`src/design/fp_exc_consts.svh`:
```
// Constants for the floating-point exception and rounding block.
// Assumes inclusion by bare name from the package and the design files.
`ifndef FP_EXC_CONSTS_SVH
`define FP_EXC_CONSTS_SVH

// Register indices on the plain register port.
`define REG_STATUS 4'h0
`define REG_INT_EN 4'h1
`define REG_RMODE 4'h2

// Flag positions in the status and enable registers.
`define FLAG_W 6
`define FL_INV 0
`define FL_DVZ 1
`define FL_OVF 2
`define FL_UNF 3
`define FL_NX 4
`define FL_XI 5
`define RM_W 2

// Word layout.
`define SIGN_B 63
`define EXP_HI 62
`define EXP_LO 52
`define COEF_HI 51
`define EXT_W 10
`define EXP_MAX 11'h7ff
`define EXP_LARGEST 11'h7fe
`define EXP_ZERO 11'h000
`define COEF_ZERO 52'h0_0000_0000_0000
`define COEF_ONES 52'hf_ffff_ffff_ffff
`define FLAGS_NONE 6'h00
`define RDATA_ZERO 32'h0000_0000

// Tags in bits 50..48 of NaNs made inside a unit.
`define TAG_ADD 3'h1
`define TAG_MUL 3'h2
`define TAG_DIV 3'h4
`define TAG_SQRT 3'h5
`define NAN_GEN 64'hfff8_ffff_ffff_ffff
`define TAG_LO 48

`endif

```
`src/design/fp_exc_pkg.sv`:
```
// Types shared by the floating-point exception and rounding block.
// Assumes the constants header is on the include path.
`include "fp_exc_consts.svh"
package fp_exc_pkg;
	// Rounding mode: low bit is round_mode_bit_low, high is round_mode_bit_high.
	typedef enum logic [1:0] {
		RM_NEAREST = 2'b00,
		RM_UP = 2'b01,
		RM_ZERO = 2'b10,
		RM_DOWN = 2'b11
	} round_mode_e;

	// Operation presented with its operands.
	typedef enum logic [3:0] {
		OP_ADD = 4'b0000,
		OP_SUB = 4'b0001,
		OP_MUL = 4'b0010,
		OP_DIV = 4'b0011,
		OP_SQRT = 4'b0100,
		OP_CMP_GT = 4'b0101,
		OP_CMP_LT = 4'b0110,
		OP_CMP_GE = 4'b0111,
		OP_CMP_LE = 4'b1000
	} op_e;
endpackage : fp_exc_pkg

```
`src/design/round_if.sv`:
```
// Carrier between the exception core and its rounding decision unit.
// Assumes both ends run on the same clock; the path is combinational.
`timescale 1ns/1ps
`include "fp_exc_consts.svh"
interface round_if;
	logic sign;
	logic lsb;
	logic [`EXT_W-1:0] ext;
	fp_exc_pkg::round_mode_e mode;
	logic inc;
	logic inexact;
	modport core(output sign, output lsb, output ext, output mode,
		input inc, input inexact);
	modport unit(input sign, input lsb, input ext, input mode,
		output inc, output inexact);
endinterface : round_if

```
`src/design/fp_exception_rounding_logic.sv`:
```
// Floating-point exception flags, interrupt gating, issue stall,
// rounding and special-operand results for 64-bit operations.
// Assumes all inputs come from logic on clk; one operation per cycle.
// Functional notes
// - Interrupt only if enable set when flag sets.
// - Enabling after a flag is set gives nothing.
// - Mode-changing instruction stalls issue until units idle.
// - Operations finish with the modes they started with.
// - Six exception flags kept in readable status.
// - Invalid for sNaN and impossible infinity or zero forms.
// - Ordered compare with NaN sets invalid, unordered.
// - Divide-by-zero for finite nonzero over zero.
// - Overflow gives infinity or largest finite by direction.
// - Overflow result ignores interrupt enable; no wrap.
// - Underflow gives signed zero and sets flag.
// - Overflow always sets inexact; underflow sets it only when a discarded bit is set.
// - Infinite or NaN operand sets exceptional input.
// - Guard below LSB, sticky ORs lower bits.
// - Exact when guard and sticky clear, else inexact.
// - Nearest rounds on guard with sticky or odd LSB.
// - Round-to-zero never increments.
// - Round-up increments positive inexact results only.
// - Round-down increments negative inexact results only.
// - Adding opposite-signed infinities yields NaN.
// - Subtracting opposite-signed infinities gives minuend infinity.
// - Square root special results for sign, zero, NaN.
// - Two mode bits select nearest, up, zero, down.
// - Mode change only affects later-issued operations.
//
// The address-and-strobe port and the address map are this design's own decisions.
`timescale 1ns/1ps
`include "fp_exc_consts.svh"
module fp_exception_rounding_logic #(
	parameter int ADDR_W = 4
) (
	input wire logic clk,
	input wire logic sys_rst,
	input wire logic [ADDR_W-1:0] reg_addr,
	input wire logic [31:0] reg_wdata,
	input wire logic reg_wr,
	input wire logic reg_rd,
	output logic [31:0] reg_rdata,
	input wire logic mode_chg_req,
	input wire logic fu_busy,
	output logic fp_issue_stall,
	input wire logic op_valid,
	input wire fp_exc_pkg::op_e op_code,
	input wire logic [63:0] opnd_j,
	input wire logic [63:0] opnd_k,
	input wire logic pre_sign,
	input wire logic [10:0] pre_exp,
	input wire logic [51:0] pre_coef,
	input wire logic [`EXT_W-1:0] pre_ext,
	input wire logic pre_ovf,
	input wire logic pre_unf,
	output logic res_valid,
	output logic [63:0] res_value,
	output logic cmp_true,
	output logic cmp_unordered,
	output logic [`FLAG_W-1:0] op_flags,
	output logic fp_int_req
);
	import fp_exc_pkg::*;

	typedef struct packed {
		logic [`FLAG_W-1:0] status;
		logic [`FLAG_W-1:0] int_en;
		round_mode_e rmode;
		logic irq;
		logic stall;
		logic [31:0] rdata;
		logic res_valid;
		logic [63:0] res;
		logic cmp_true;
		logic cmp_unord;
		logic [`FLAG_W-1:0] flags;
	} state_s;

	state_s st_q;
	state_s st_d;
	round_if rif();

	fp_round_unit u_round (
		.rif(rif)
	);

	////////////////////////////////////////////////////////////////////
	// Operand classification.
	logic [10:0] ej;
	logic [10:0] ek;
	logic sj, sk;
	logic zj, zk, ij, ik, nj, nk, snj, snk;
	assign ej = opnd_j[`EXP_HI:`EXP_LO];
	assign ek = opnd_k[`EXP_HI:`EXP_LO];
	assign sj = opnd_j[`SIGN_B];
	assign sk = opnd_k[`SIGN_B];
	assign zj = ej == `EXP_ZERO;
	assign zk = ek == `EXP_ZERO;
	assign ij = ej == `EXP_MAX && opnd_j[`COEF_HI:0] == `COEF_ZERO;
	assign ik = ek == `EXP_MAX && opnd_k[`COEF_HI:0] == `COEF_ZERO;
	assign nj = ej == `EXP_MAX && opnd_j[`COEF_HI:0] != `COEF_ZERO;
	assign nk = ek == `EXP_MAX && opnd_k[`COEF_HI:0] != `COEF_ZERO;
	// Clear top coefficient bit marks a signalling NaN.
	assign snj = nj & ~opnd_j[`COEF_HI];
	assign snk = nk & ~opnd_k[`COEF_HI];

	// Quiet a NaN operand and force its sign positive.
	function automatic logic [63:0] quiet(input logic [63:0] x);
		logic [63:0] y;
		y = x;
		y[`SIGN_B] = 1'b0;
		y[`COEF_HI] = 1'b1;
		return y;
	endfunction : quiet

	// NaN made inside a unit, carrying the unit's tag.
	function automatic logic [63:0] gen_nan(input logic [2:0] tag);
		logic [63:0] y;
		y = `NAN_GEN;
		y[`TAG_LO+2:`TAG_LO] = tag;
		return y;
	endfunction : gen_nan

	// Signed infinity and signed zero words.
	function automatic logic [63:0] inf_w(input logic s);
		return {s, `EXP_MAX, `COEF_ZERO};
	endfunction : inf_w

	function automatic logic [63:0] zero_w(input logic s);
		return {s, `EXP_ZERO, `COEF_ZERO};
	endfunction : zero_w

	////////////////////////////////////////////////////////////////////
	// Rounding of the unit's pre-rounded result, under the current mode.
	logic [62:0] mag_rnd;
	logic rnd_ovf;
	logic away;
	assign rif.sign = pre_sign;
	assign rif.lsb = pre_coef[0];
	assign rif.ext = pre_ext;
	// Mode sampled on the taking edge only, so later writes do not reach it.
	assign rif.mode = st_q.rmode;
	assign mag_rnd = {pre_exp, pre_coef} + {62'h0, rif.inc};
	assign rnd_ovf = pre_ovf | (mag_rnd[62:`EXP_LO] == `EXP_MAX);
	// Whether the active mode rounds this sign away from zero.
	always_comb begin
		case (st_q.rmode)
			RM_NEAREST: away = 1'b1;
			RM_UP: away = ~pre_sign;
			RM_DOWN: away = pre_sign;
			default: away = 1'b0;
		endcase
	end

	// Signed ordering compare; zeros of either sign are equal.
	logic lt_jk;
	logic eq_jk;
	logic [62:0] mj, mk;
	assign mj = zj ? 63'h0 : opnd_j[62:0];
	assign mk = zk ? 63'h0 : opnd_k[62:0];
	assign eq_jk = (mj == mk) && (sj == sk || mj == 63'h0);
	always_comb begin
		if (eq_jk) begin
			lt_jk = 1'b0;
		end else if (sj != sk) begin
			lt_jk = sj;
		end else if (sj) begin
			lt_jk = mj > mk;
		end else begin
			lt_jk = mj < mk;
		end
	end

	////////////////////////////////////////////////////////////////////
	// Result and flags of the operation taken this cycle.
	logic [63:0] r;
	logic [`FLAG_W-1:0] f;
	logic ct;
	logic cu;
	always_comb begin
		r = 64'h0000_0000_0000_0000;
		f = `FLAGS_NONE;
		ct = 1'b0;
		cu = 1'b0;
		f[`FL_XI] = ij | ik | nj | nk;
		f[`FL_INV] = snj | snk;
		case (op_code)
			OP_CMP_GT, OP_CMP_LT, OP_CMP_GE, OP_CMP_LE: begin
				if (nj | nk) begin
					f[`FL_INV] = 1'b1;
					cu = 1'b1;
				end else if (op_code == OP_CMP_GT) begin
					ct = ~lt_jk & ~eq_jk;
				end else if (op_code == OP_CMP_LT) begin
					ct = lt_jk;
				end else if (op_code == OP_CMP_GE) begin
					ct = ~lt_jk;
				end else begin
					ct = lt_jk | eq_jk;
				end
			end
			default: begin
				if (nj | nk) begin
					// Divide and square root give the default NaN; else signalling NaN first, else the j operand.
					if (op_code == OP_DIV || op_code == OP_SQRT) begin
						r = {1'b0, `EXP_MAX, `COEF_ONES};
					end else if (nj && (snj || !snk)) begin
						r = quiet(opnd_j);
					end else begin
						r = quiet(opnd_k);
					end
				end else if (op_code == OP_ADD && ij && ik) begin
					if (sj != sk) begin
						r = gen_nan(`TAG_ADD);
						f[`FL_INV] = 1'b1;
					end else begin
						r = inf_w(sj);
					end
				end else if (op_code == OP_SUB && ij && ik) begin
					if (sj != sk) begin
						r = inf_w(sj);
					end else begin
						r = gen_nan(`TAG_ADD);
						f[`FL_INV] = 1'b1;
					end
				end else if ((op_code == OP_ADD || op_code == OP_SUB) &&
					(ij || ik)) begin
					r = ij ? inf_w(sj) : inf_w(sk ^ (op_code == OP_SUB));
				end else if (op_code == OP_MUL && ((zj && ik) || (ij && zk))) begin
					r = gen_nan(`TAG_MUL);
					f[`FL_INV] = 1'b1;
				end else if (op_code == OP_MUL && (ij || ik)) begin
					r = inf_w(sj ^ sk);
				end else if (op_code == OP_MUL && (zj || zk)) begin
					r = zero_w(sj ^ sk);
				end else if (op_code == OP_DIV && ((zj && zk) || (ij && ik))) begin
					r = gen_nan(`TAG_DIV);
					f[`FL_INV] = 1'b1;
				end else if (op_code == OP_DIV && (ij || zk)) begin
					r = inf_w(sj ^ sk);
					f[`FL_DVZ] = zk & ~ij;
				end else if (op_code == OP_DIV && (zj || ik)) begin
					r = zero_w(sj ^ sk);
				end else if (op_code == OP_SQRT && zj) begin
					r = zero_w(sj);
				end else if (op_code == OP_SQRT && sj) begin
					r = gen_nan(`TAG_SQRT);
					f[`FL_INV] = 1'b1;
				end else if (op_code == OP_SQRT && ij) begin
					r = inf_w(1'b0);
				end else if (pre_unf) begin
					r = zero_w(pre_sign);
					f[`FL_UNF] = 1'b1;
					f[`FL_NX] = rif.inexact;
				end else if (rnd_ovf) begin
					// Choice never looks at the interrupt enables.
					r = away ? inf_w(pre_sign) :
						{pre_sign, `EXP_LARGEST, `COEF_ONES};
					f[`FL_OVF] = 1'b1;
					f[`FL_NX] = 1'b1;
				end else begin
					r = {pre_sign, mag_rnd};
					f[`FL_NX] = rif.inexact;
				end
			end
		endcase
	end

	////////////////////////////////////////////////////////////////////
	// Next state: registers, sticky flags, interrupt gating and stall.
	logic [`FLAG_W-1:0] set_v;
	logic [`FLAG_W-1:0] clr_v;
	logic st_wr, en_wr, rm_wr;
	assign st_wr = reg_wr && reg_addr == `REG_STATUS;
	assign en_wr = reg_wr && reg_addr == `REG_INT_EN;
	assign rm_wr = reg_wr && reg_addr == `REG_RMODE;
	assign set_v = op_valid ? f : `FLAGS_NONE;
	assign clr_v = st_wr ? reg_wdata[`FLAG_W-1:0] : `FLAGS_NONE;

	always_comb begin
		st_d = st_q;
		// Write one to clear; a new event in the same cycle wins.
		st_d.status = (st_q.status & ~clr_v) | set_v;
		if (en_wr) begin
			st_d.int_en = reg_wdata[`FLAG_W-1:0];
		end
		if (rm_wr) begin
			st_d.rmode = round_mode_e'(reg_wdata[`RM_W-1:0]);
		end
		// Only a fresh flag with its enable already on requests service.
		if (|(set_v & ~st_q.status & st_q.int_en)) begin
			st_d.irq = 1'b1;
		end else if (st_wr) begin
			st_d.irq = 1'b0;
		end
		if (mode_chg_req) begin
			st_d.stall = 1'b1;
		end else if (!fu_busy && !op_valid) begin
			st_d.stall = 1'b0;
		end
		st_d.res_valid = op_valid;
		if (op_valid) begin
			st_d.res = r;
			st_d.cmp_true = ct;
			st_d.cmp_unord = cu;
			st_d.flags = f;
		end
		// Read data stand only in the cycle after the strobe.
		st_d.rdata = `RDATA_ZERO;
		if (reg_rd && reg_addr == `REG_STATUS) begin
			st_d.rdata[`FLAG_W-1:0] = st_q.status;
		end else if (reg_rd && reg_addr == `REG_INT_EN) begin
			st_d.rdata[`FLAG_W-1:0] = st_q.int_en;
		end else if (reg_rd && reg_addr == `REG_RMODE) begin
			st_d.rdata[`RM_W-1:0] = st_q.rmode;
		end
	end

	// State register.
	always_ff @(posedge clk) begin
		if (sys_rst) begin
			st_q <= '0;
		end else begin
			st_q <= st_d;
		end
	end

	// Outputs.
	assign reg_rdata = st_q.rdata;
	assign fp_issue_stall = st_q.stall | mode_chg_req;
	assign res_valid = st_q.res_valid;
	assign res_value = st_q.res;
	assign cmp_true = st_q.cmp_true;
	assign cmp_unordered = st_q.cmp_unord;
	assign op_flags = st_q.flags;
	assign fp_int_req = st_q.irq;
endmodule : fp_exception_rounding_logic

```
`src/design/fp_round_unit.sv`:
```
// Rounding decision: guard, sticky and the LSB increment per mode.
// Assumes the core supplies the bits below the coefficient LSB.
`timescale 1ns/1ps
`include "fp_exc_consts.svh"
module fp_round_unit (
	round_if.unit rif
);
	import fp_exc_pkg::*;

	logic guard;
	logic sticky;

	// Guard is the bit just below the LSB; sticky ORs all lower bits.
	assign guard = rif.ext[`EXT_W-1];
	assign sticky = |rif.ext[`EXT_W-2:0];

	// Inexact whenever any discarded bit is set.
	assign rif.inexact = guard | sticky;

	// Increment decision by mode.
	always_comb begin
		case (rif.mode)
			RM_NEAREST: rif.inc = guard & (sticky | rif.lsb);
			RM_ZERO: rif.inc = 1'b0;
			RM_UP: rif.inc = ~rif.sign & (guard | sticky);
			RM_DOWN: rif.inc = rif.sign & (guard | sticky);
			default: rif.inc = 1'b0;
		endcase
	end
endmodule : fp_round_unit

```
`config.mk`:
```
export PLATFORM = sky130hd
export DESIGN_NAME = fp_exception_rounding_logic
export DESIGN_NICKNAME = d
export VERILOG_FILES = /design/src/design/fp_exc_pkg.sv /design/src/design/round_if.sv /design/src/design/fp_exception_rounding_logic.sv /design/src/design/fp_round_unit.sv
export VERILOG_INCLUDE_DIRS = /design/src /design/src/design
export SDC_FILE = /design/constraint.sdc
export NUM_CORES = 1
export LEC_CHECK = 0
export ABC_AREA = 1
export BUFFER_PORTS_ARGS = -buffer_cell sky130_fd_sc_hd__clkbuf_2
export CORE_ASPECT_RATIO = 1.5
export CORE_MARGIN = 2
export CORE_UTILIZATION = 55
export DETAILED_ROUTE_END_ITERATION = 16
export GPL_ROUTABILITY_DRIVEN = 0
export PLACE_DENSITY = 0.84
export SLEW_MARGIN = 0
export SYNTH_ARGS = -nofsm -noshare
export SYNTH_HDL_FRONTEND = slang
export SYNTH_HIERARCHICAL = 1
export SYNTH_SLANG_ARGS = --single-unit
```
`constraint.sdc`:
```
create_clock -name clk -period 3.65 [get_ports clk]
set_input_delay 0.1825 -clock clk [delete_from_list [all_inputs] [get_ports clk]]
set_output_delay 0.1825 -clock clk [all_outputs]
set_load 0.02 [all_outputs]
```
==> flow_summary_export.csv, run 1 <==
group,metric,value,unit
status,status,"finished clean",
clocking,h-tree-depth,3,
power,swShare,36.4,%
clocking,path_clk_slew,0.07,ns
drt,route.detailed.drc,0,
synthesis,synth_compound_area_share,11.9,%
synthesis,synthCells,2297,
finish,drive_gt1_share,18.6,%
grt,grt_pass1_wl,69.1,mm
synthesis,synth_xor_area_share,3.68,%
setup_path,cp.required,3.86,ns
setup_path,regToRegSetupSlack,0.15,ns
placement,dp_hpwl,35.8,mm
power,p_leak,7.75,nW
drt,wl_per_cell,16.5,µm
placement,io_buffers,305,
clocking,clockBufferDepth,2,
worst_hold_path,hold_path.class,"input port to flop",
synthesis,yosys.area_share.adder,6.74,%
setup_path,arrival,3.72,ns
synthesis,yosys_register_bits,95,
synthesis,synth_top_family_by_area,"simple AND/OR/NAND/NOR gates",
job,cap_violations,0,
setup_path,max_stage_delay,0.38,ns
synthesis,syn_area_per_cell,5.49,µm²
finish,mostFrequentLayoutCells,"898 x nand2_1, 305 x clkbuf_2, 210 x nor2_1, 165 x inv_1, 137 x nand3_1",
synthesis,synthSimpleGateAreaFrac,47.2,%
synthesis,synth.area.top_cells,"nand2_1 27%, dfxtp_1 15%, ha_1 6.7%",
synthesis,ys_seq_area_share,15.1,%
finish,fin_util,63.7,%
floorplanning,die-area,0.0242,mm²
grt,antenna_found_initial,1,
setup_path,end_kind,"flop",
floorplanning,core-area,0.0225,mm²
power,intPower,2.09,mW
floorplanning,boundaryPins,358,
clocking,cts-root-buf,"clkbuf_16",
timing,setup_tns,0,ns
synthesis,syn_area,0.0126,mm²
setup_path,critPathSlowestCell,"dfxtp_4",
power,switchingPower,1.20,mW
finish,fill_cells,2149,
clocking,clk_latency,0.36,ns
setup_path,worst-path-max-fanout,6,
floorplanning,die_h,190,µm
drt,postRouteAntennaNets,0,
synthesis,synth_top_area_share,26.8,%
grt,grt-ovfl-total,0,
power,peakVddDrop,0.000254,V
power,p_per_area,230,mW/mm²
setup_path,reg2reg_from,"rif.mode[1]$_SDFFE_PP0P_",
worst_hold_path,hold_path_startpoint,"fu_busy",
clocking,clock_sinks,95,
setup_path,worstReg2RegEnd,"res_value[19]$_SDFFE_PP0P_",
synthesis,yosysTopAreaCell,"nand2_1",
drt,totalWireLength,45.4,mm
clocking,cts_buffers,9,
synthesis,async_flop_share,0,%
finish,syn2layout_area_growth,13.4,%
drt,dr.pass1.iters,6,
floorplanning,num_rows,67,
placement,dpl.cell_count,2727,
synthesis,synth_edf_count,0,
grt,grt_pass1_vias,14600,
timing,finalCritPeriodShare,96.0,%
timing,fmax,285,MHz
power,seq_power_share,33.4,%
synthesis,synthDistinctLibCells,47,
worst_hold_path,hold_end,"st_q[105]$_SDFFE_PP0P_",
floorplanning,initial_utilization,56.2,%
setup_path,startpoint_type,"flop",
timing,finalHoldViolCount,0,
worst_hold_path,hold_depth,2,
power,p_clk_share,32.3,%
power,p_comb_share,34.3,%
finish,instances_no_fill,2752,
drt,viasPerCell,5.80,
setup_path,path_class,"flop to flop",
synthesis,muxShareOfSynthArea,0,%
drt,num_vias,16000,
finish,final_nets,2788,
floorplanning,die_w,128,µm
timing,relSlewSlack,47.6,%
drt,drtIter0Drc,1646,
setup_path,r2r_cells,27,
setup_path,crit_path_frequent_cell,"nand2_1",
finish,layout_commonest_cell,"nand2_1",
timing,fin_skew,0.00781,ns
timing,setup_violations,0,
timing,tightest_slew,0.779,ns
clocking,tritoncts,"built",
grt,grt_max_degree,75,
timing,period_needed,3.50,ns
synthesis,ys_dominant_reg_cell,"dfxtp_1",
timing,slew_violations,0,
grt,track_usage,35.3,%
synthesis,ys_warn_count,6,
==> metal layers <==
layer	wire [µm]	vias to the layer above	global-route usage, %	share of wire [%]
met5	0	-	0	0
met4	4020	0	27.9	8.9
met3	4100	295	4.50	9.0
met2	21400	1016	60.6	47
met1	15900	7022	38.8	35
li1	-	7620	-	-
==> power by group through the flow <==
stage	clock network, mW	logic (mW)	registers (mW)
2_1_floorplan	0	0.720	1.11
3_3_place_gp	0	1.04	1.12
3_5_place_dp	0	1.06	1.12
4_1_cts	1.07	1.07	1.10
5_1_grt	1.12	1.25	1.10
6_report	1.06	1.13	1.10
==> cell usage after synthesis, types with 2 or more instances <==
| master | count |
|---|---|
| nand2_1 | 902 |
| nor2_1 | 215 |
| inv_1 | 166 |
| nand3_1 | 140 |
| a21oi_1 | 126 |
| buf_4 | 106 |
| dfxtp_1 | 95 |
| clkbuf_1 | 80 |
| ha_1 | 68 |
| o21ai_0 | 56 |
| a31oi_1 | 50 |
| nand4_1 | 37 |
| nor4_1 | 36 |
| xor2_1 | 32 |
| buf_2 | 25 |
| nor3_1 | 24 |
| xnor2_1 | 21 |
| nand3_2 | 13 |
| nand2_2 | 12 |
| a21oi_2 | 10 |
| buf_1 | 10 |
| nor2_2 | 10 |
| inv_2 | 6 |
| nand3b_1 | 6 |
| nor2_4 | 6 |
| o211ai_1 | 5 |
| o22ai_1 | 5 |
| clkinv_1 | 4 |
| o21ai_1 | 4 |
| and2_1 | 3 |
| o21a_1 | 3 |
| and3_1 | 2 |
| buf_6 | 2 |
| nor3_4 | 2 |
| nor3b_1 | 2 |
| o221ai_1 | 2 |
==> what timing repair did <==
action                                  4_1_cts  5_1_grt
endpoints found under the setup margin        0       58
setup buffers                                 0        2
hold buffers                                  0        0
gates resized for setup                       0       29
==> how the worst max path moves through the flow <==
| stage | from | to | slack (ns) | cells after the start |
|---|---|---|---|---|
| after floorplan | rif.mode[1]$_SDFFE_PP0P_ | res_value[10]$_SDFFE_PP0P_ | 0.56 | 28 |
| after global routing | rif.mode[1]$_SDFFE_PP0P_ | res_value[32]$_SDFFE_PP0P_ | -0.06 | 26 |
| after CTS | rif.mode[1]$_SDFFE_PP0P_ | res_value[17]$_SDFFE_PP0P_ | 0.12 | 28 |
| final | rif.mode[1]$_SDFFE_PP0P_ | res_value[19]$_SDFFE_PP0P_ | 0.15 | 27 |
| after global placement | rif.mode[1]$_SDFFE_PP0P_ | res_value[19]$_SDFFE_PP0P_ | 0.19 | 28 |
| after detailed placement | rif.mode[1]$_SDFFE_PP0P_ | res_value[17]$_SDFFE_PP0P_ | 0.14 | 28 |
==> flip-flops by register name (all words and copies together), names as in the netlist <==
signal / count
fp_int_req: 1
rif.mode: 2
res_value: 64
res_valid: 1
op_flags: 6
reg_rdata: 6
cmp_true: 1
st_q: 13
cmp_unordered: 1
==> worst max-delay path, delay by kind of cell (launching register included) <==
family,cells,cell delay (ns)
xor+xnor,1,0.18
simple gates,19,1.92
buf+inv,2,0.32
compound gates,3,0.21
fa+ha+maj,2,0.30
flops,1,0.38
==> cell families after synthesis <==
logic type | count (synthesis)
flip-flops | 95
AO/OA/AOI/OAI | 268
adder cells (fa/ha/maj) | 68
buffers and inverters | 399
other | 1
XOR/XNOR | 53
AND/OR/NAND/NOR | 1413
==> area by class of cell <==
type / count / area [µm²] / share of cell area [%]
Antenna cell: 2 / 5.00 / 0.0350
Clock buffer: 10 / 229 / 1.60
Clock inverter: 6 / 97.6 / 0.682
Inverter: 176 / 661 / 4.62
Multi-Input combinational cell: 1828 / 9000 / 62.9
Sequential cell: 95 / 1910 / 13.3
Tap cell: 276 / 345 / 2.41
Timing Repair Buffer: 359 / 2060 / 14.4
==> through the flow <==
step | area [µm²] | setup WS, ns | hold slack [ns] | power (mW)
global route | 14300 | -0.0614 | 0.0690 | 3.47
finish | 14300 | 0.147 | 0.0669 | 3.29
global placement | 13700 | 0.190 | 0.414 | 2.16
detailed placement | 13700 | 0.142 | 0.434 | 2.19
CTS | 14100 | 0.122 | 0.0626 | 3.24
floorplan | 12700 | 0.560 | 0.327 | 1.84
(Power assumes the default switching activity.)
==> run 2: changes to the inputs <==
--- a/config.mk
+++ b/config.mk
@@ -6,14 +6,13 @@
 export SDC_FILE = /design/constraint.sdc
 export NUM_CORES = 1
 export LEC_CHECK = 0
-export ABC_AREA = 1
 export BUFFER_PORTS_ARGS = -buffer_cell sky130_fd_sc_hd__clkbuf_2
 export CORE_ASPECT_RATIO = 1.5
 export CORE_MARGIN = 2
-export CORE_UTILIZATION = 55
+export CORE_UTILIZATION = 52
 export DETAILED_ROUTE_END_ITERATION = 16
 export GPL_ROUTABILITY_DRIVEN = 0
-export PLACE_DENSITY = 0.84
+export PLACE_DENSITY = 0.83
 export SLEW_MARGIN = 0
 export SYNTH_ARGS = -nofsm -noshare
 export SYNTH_HDL_FRONTEND = slang
==> run 2 against run 1 <==
Against the previous run: the flow now finishes with violations (negative setup slack); synthesized cell count shrank 37%; register-to-register slack lost 0.33 ns; first-iteration DRC count fell by 32%; maximum frequency shrank 8.6%; combinational power shrank 18%; non-clock buffer count rose by 27; highest routed layer unchanged; cell area shrank 13%; sequential cell count unchanged; setup slack worse by 0.33 ns; power decreased by 8.7%; global-route usage down 0.17 points.
==> flow_summary_export.csv, run 2 <==
group,metric,value,unit
synthesis,async_flop_share,0,%
timing,slew_violations,0,
floorplanning,die_h,176,µm
synthesis,synth_top_area_share,18.6,%
finish,instances_no_fill,1946,
timing,tightest_slew,0.874,ns
power,switchingPower,1.00,mW
finish,drive_gt1_share,27.0,%
timing,finalCritPeriodShare,105,%
power,p_clk_share,32.5,%
clocking,tritoncts,"built",
setup_path,cp.required,3.90,ns
synthesis,syn_area_per_cell,7.06,µm²
finish,layout_commonest_cell,"clkbuf_2",
timing,finalHoldViolCount,0,
floorplanning,die_w,119,µm
floorplanning,initial_utilization,53.2,%
job,cap_violations,0,
synthesis,synth_commonest_cells,"287 x nand2_1, 103 x buf_4, 101 x nand3_1",
setup_path,arrival,4.08,ns
floorplanning,die-area,0.0209,mm²
finish,mostFrequentLayoutCells,"305 x clkbuf_2, 285 x nand2_1, 96 x nand3_1, 93 x dfxtp_1, 66 x ha_1",
drt,drtIter0Drc,1126,
setup_path,path_class,"flop to flop",
status,status,"finished with violations",
power,p_comb_share,30.8,%
drt,totalWireLength,38.7,mm
clocking,cts-root-buf,"clkbuf_16",
placement,dp_hpwl,29.5,mm
power,intPower,2.00,mW
finish,syn2layout_area_growth,21.1,%
finish,finalInstanceArea,0.0124,mm²
clocking,clk_latency,0.36,ns
synthesis,synth_edf_count,0,
finish,final_nets,2004,
drt,route.detailed.drc,0,
synthesis,synth.area.top_cells,"dfxtp_1 19%, nand2_1 11%, ha_1 8.3%",
grt,grt-ovfl-total,0,
setup_path,end_kind,"flop",
drt,dr.pass1.iters,5,
synthesis,ys_dominant_reg_cell,"dfxtp_1",
clocking,h-tree-depth,3,
timing,fmax,261,MHz
power,seq_power_share,36.7,%
floorplanning,boundaryPins,358,
finish,largest_register_ffs,64,
floorplanning,core-area,0.0192,mm²
timing,fin_skew,0.00537,ns
timing,setup_violations,51,
setup_path,startpoint_type,"flop",
grt,antenna_found_initial,0,
power,total_power,3.00,mW
synthesis,synth_most_common_cell,"nand2_1",
placement,dpl.cell_count,1911,
synthesis,ys_warn_count,6,
drt,wl_per_cell,19.9,µm
clocking,clockBufferDepth,2,
setup_path,worst-path-max-fanout,18,
timing,period_needed,3.83,ns
grt,grt_max_degree,51,
timing,relSlewSlack,41.3,%
clocking,cts_hold_buf,0,
power,p_leak,5.85,nW
synthesis,synthCells,1451,
grt,grt_pass1_vias,11600,
timing,setup_ws,-0.180,ns
clocking,cts_buffers,9,
synthesis,syn_area,0.0102,mm²
synthesis,ys_seq_area_share,18.6,%
drt,num_vias,12100,
status,violations,"negative setup slack",
finish,diodes,0,
timing,rsz0062_at_grt,"yes",
worst_hold_path,hold_path.class,"input port to flop",
clocking,clock_sinks,95,
placement,postPlaceCellArea,0.0116,mm²
synthesis,yosysTopAreaCell,"dfxtp_1",
grt,track_usage,35.1,%
synthesis,yosys_register_bits,95,
drt,viasPerCell,6.23,
grt,grt_pass1_wl,58.7,mm
clocking,path_clk_slew,0.07,ns
placement,io_buffers,305,
drt,postRouteAntennaNets,0,
power,p_per_area,242,mW/mm²
synthesis,synthDistinctLibCells,71,
power,swShare,33.4,%
power,peakVddDrop,0.000287,V
floorplanning,num_rows,62,
## run 2: logic make-up (layout without fill, tap and decap cells)
kind of cell / count (synthesis) / in the layout / share of synthesized area (%)
simple gates: 707 / 707 / 33.8
compound gates: 291 / 291 / 20.4
buf+inv: 218 / 432 / 12.6
flops: 95 / 95 / 18.6
fa+ha+maj: 68 / 68 / 8.31
xor+xnor: 58 / 58 / 4.96
mux: 13 / 13 / 1.28
other cells: 1 / 26 / 0.0366
## run 2: power groups by stage
stage | Clock, mW | Combinational, mW | Sequential (mW)
2_1_floorplan | 0 | 0.563 | 1.12
3_3_place_gp | 0 | 0.827 | 1.12
3_5_place_dp | 0 | 0.848 | 1.12
4_1_cts | 0.970 | 0.885 | 1.10
5_1_grt | 1.02 | 1.00 | 1.10
6_report | 0.974 | 0.925 | 1.10
## run 2: area by class of cell
type                    instances  area, µm²
multi-input cells            1163       7430
inverters                      30        113
clock buffers                  10        229
repair buffers                386       2330
well taps                     256        320
clock inverters                 6       66.3
flip-flops and latches         95       1910
fillers                      1707       6830
## run 2: timing repair
action                     CTS  global route
resized for setup           28            34
pin swaps                   14            18
setup buffers               13             3
gates cloned                 3             2
setup endpoints to repair   61            65
## run 2: final timing paths
path,slack (ns),cells after the start,startpoint,to
setup / recovery,-0.18,17,rif.mode[0]$_SDFFE_PP0P_,res_value[7]$_SDFFE_PP0P_
hold / removal,0.06,3,mode_chg_req,st_q[105]$_SDFFE_PP0P_
setup reg to reg,-0.18,17,rif.mode[0]$_SDFFE_PP0P_,res_value[7]$_SDFFE_PP0P_
hold reg to reg,0.47,1,res_value[47]$_SDFFE_PP0P_,res_value[47]$_SDFFE_PP0P_
## run 2: routing by layer
metal / wire [µm] / part of all wire, % / GRT usage, %
met1: 12800 / 33 / 34.3
met2: 19400 / 50 / 64.1
met3: 3060 / 7.9 / 7.01
met4: 3380 / 8.7 / 27.2
met5: 0 / 0 / 0
## run 2: per-stage QoR
stage	setup slack [ns]	hold WS, ns	utilization, %	setup TNS [ns]
global placement	-0.148	0.410	60.4	-4.95
CTS	-0.217	0.0630	63.5	-9.72
global route	-0.304	0.0723	64.5	-13.85
detailed placement	-0.263	0.430	60.4	-12.34
floorplan	0.00431	0.312	-	0
finish	-0.180	0.0582	64.5	-7.06
## run 2: critical path: stages, from the launching register on
cell and delay, ns:
dfxtp_4 0.36, nor2b_1 0.17, o31ai_2 0.08, o21ai_2 0.22
ha_4 0.19, ha_4 0.14, nand3_2 0.07, or4_4 0.49
or3b_4 0.44, nor3_4 0.23, xor2_2 0.11, buf_4 0.16
a41oi_4 0.17, buf_12 0.17, buf_12 0.16, nand2_1 0.08
a21o_1 0.20, a32o_1 0.26
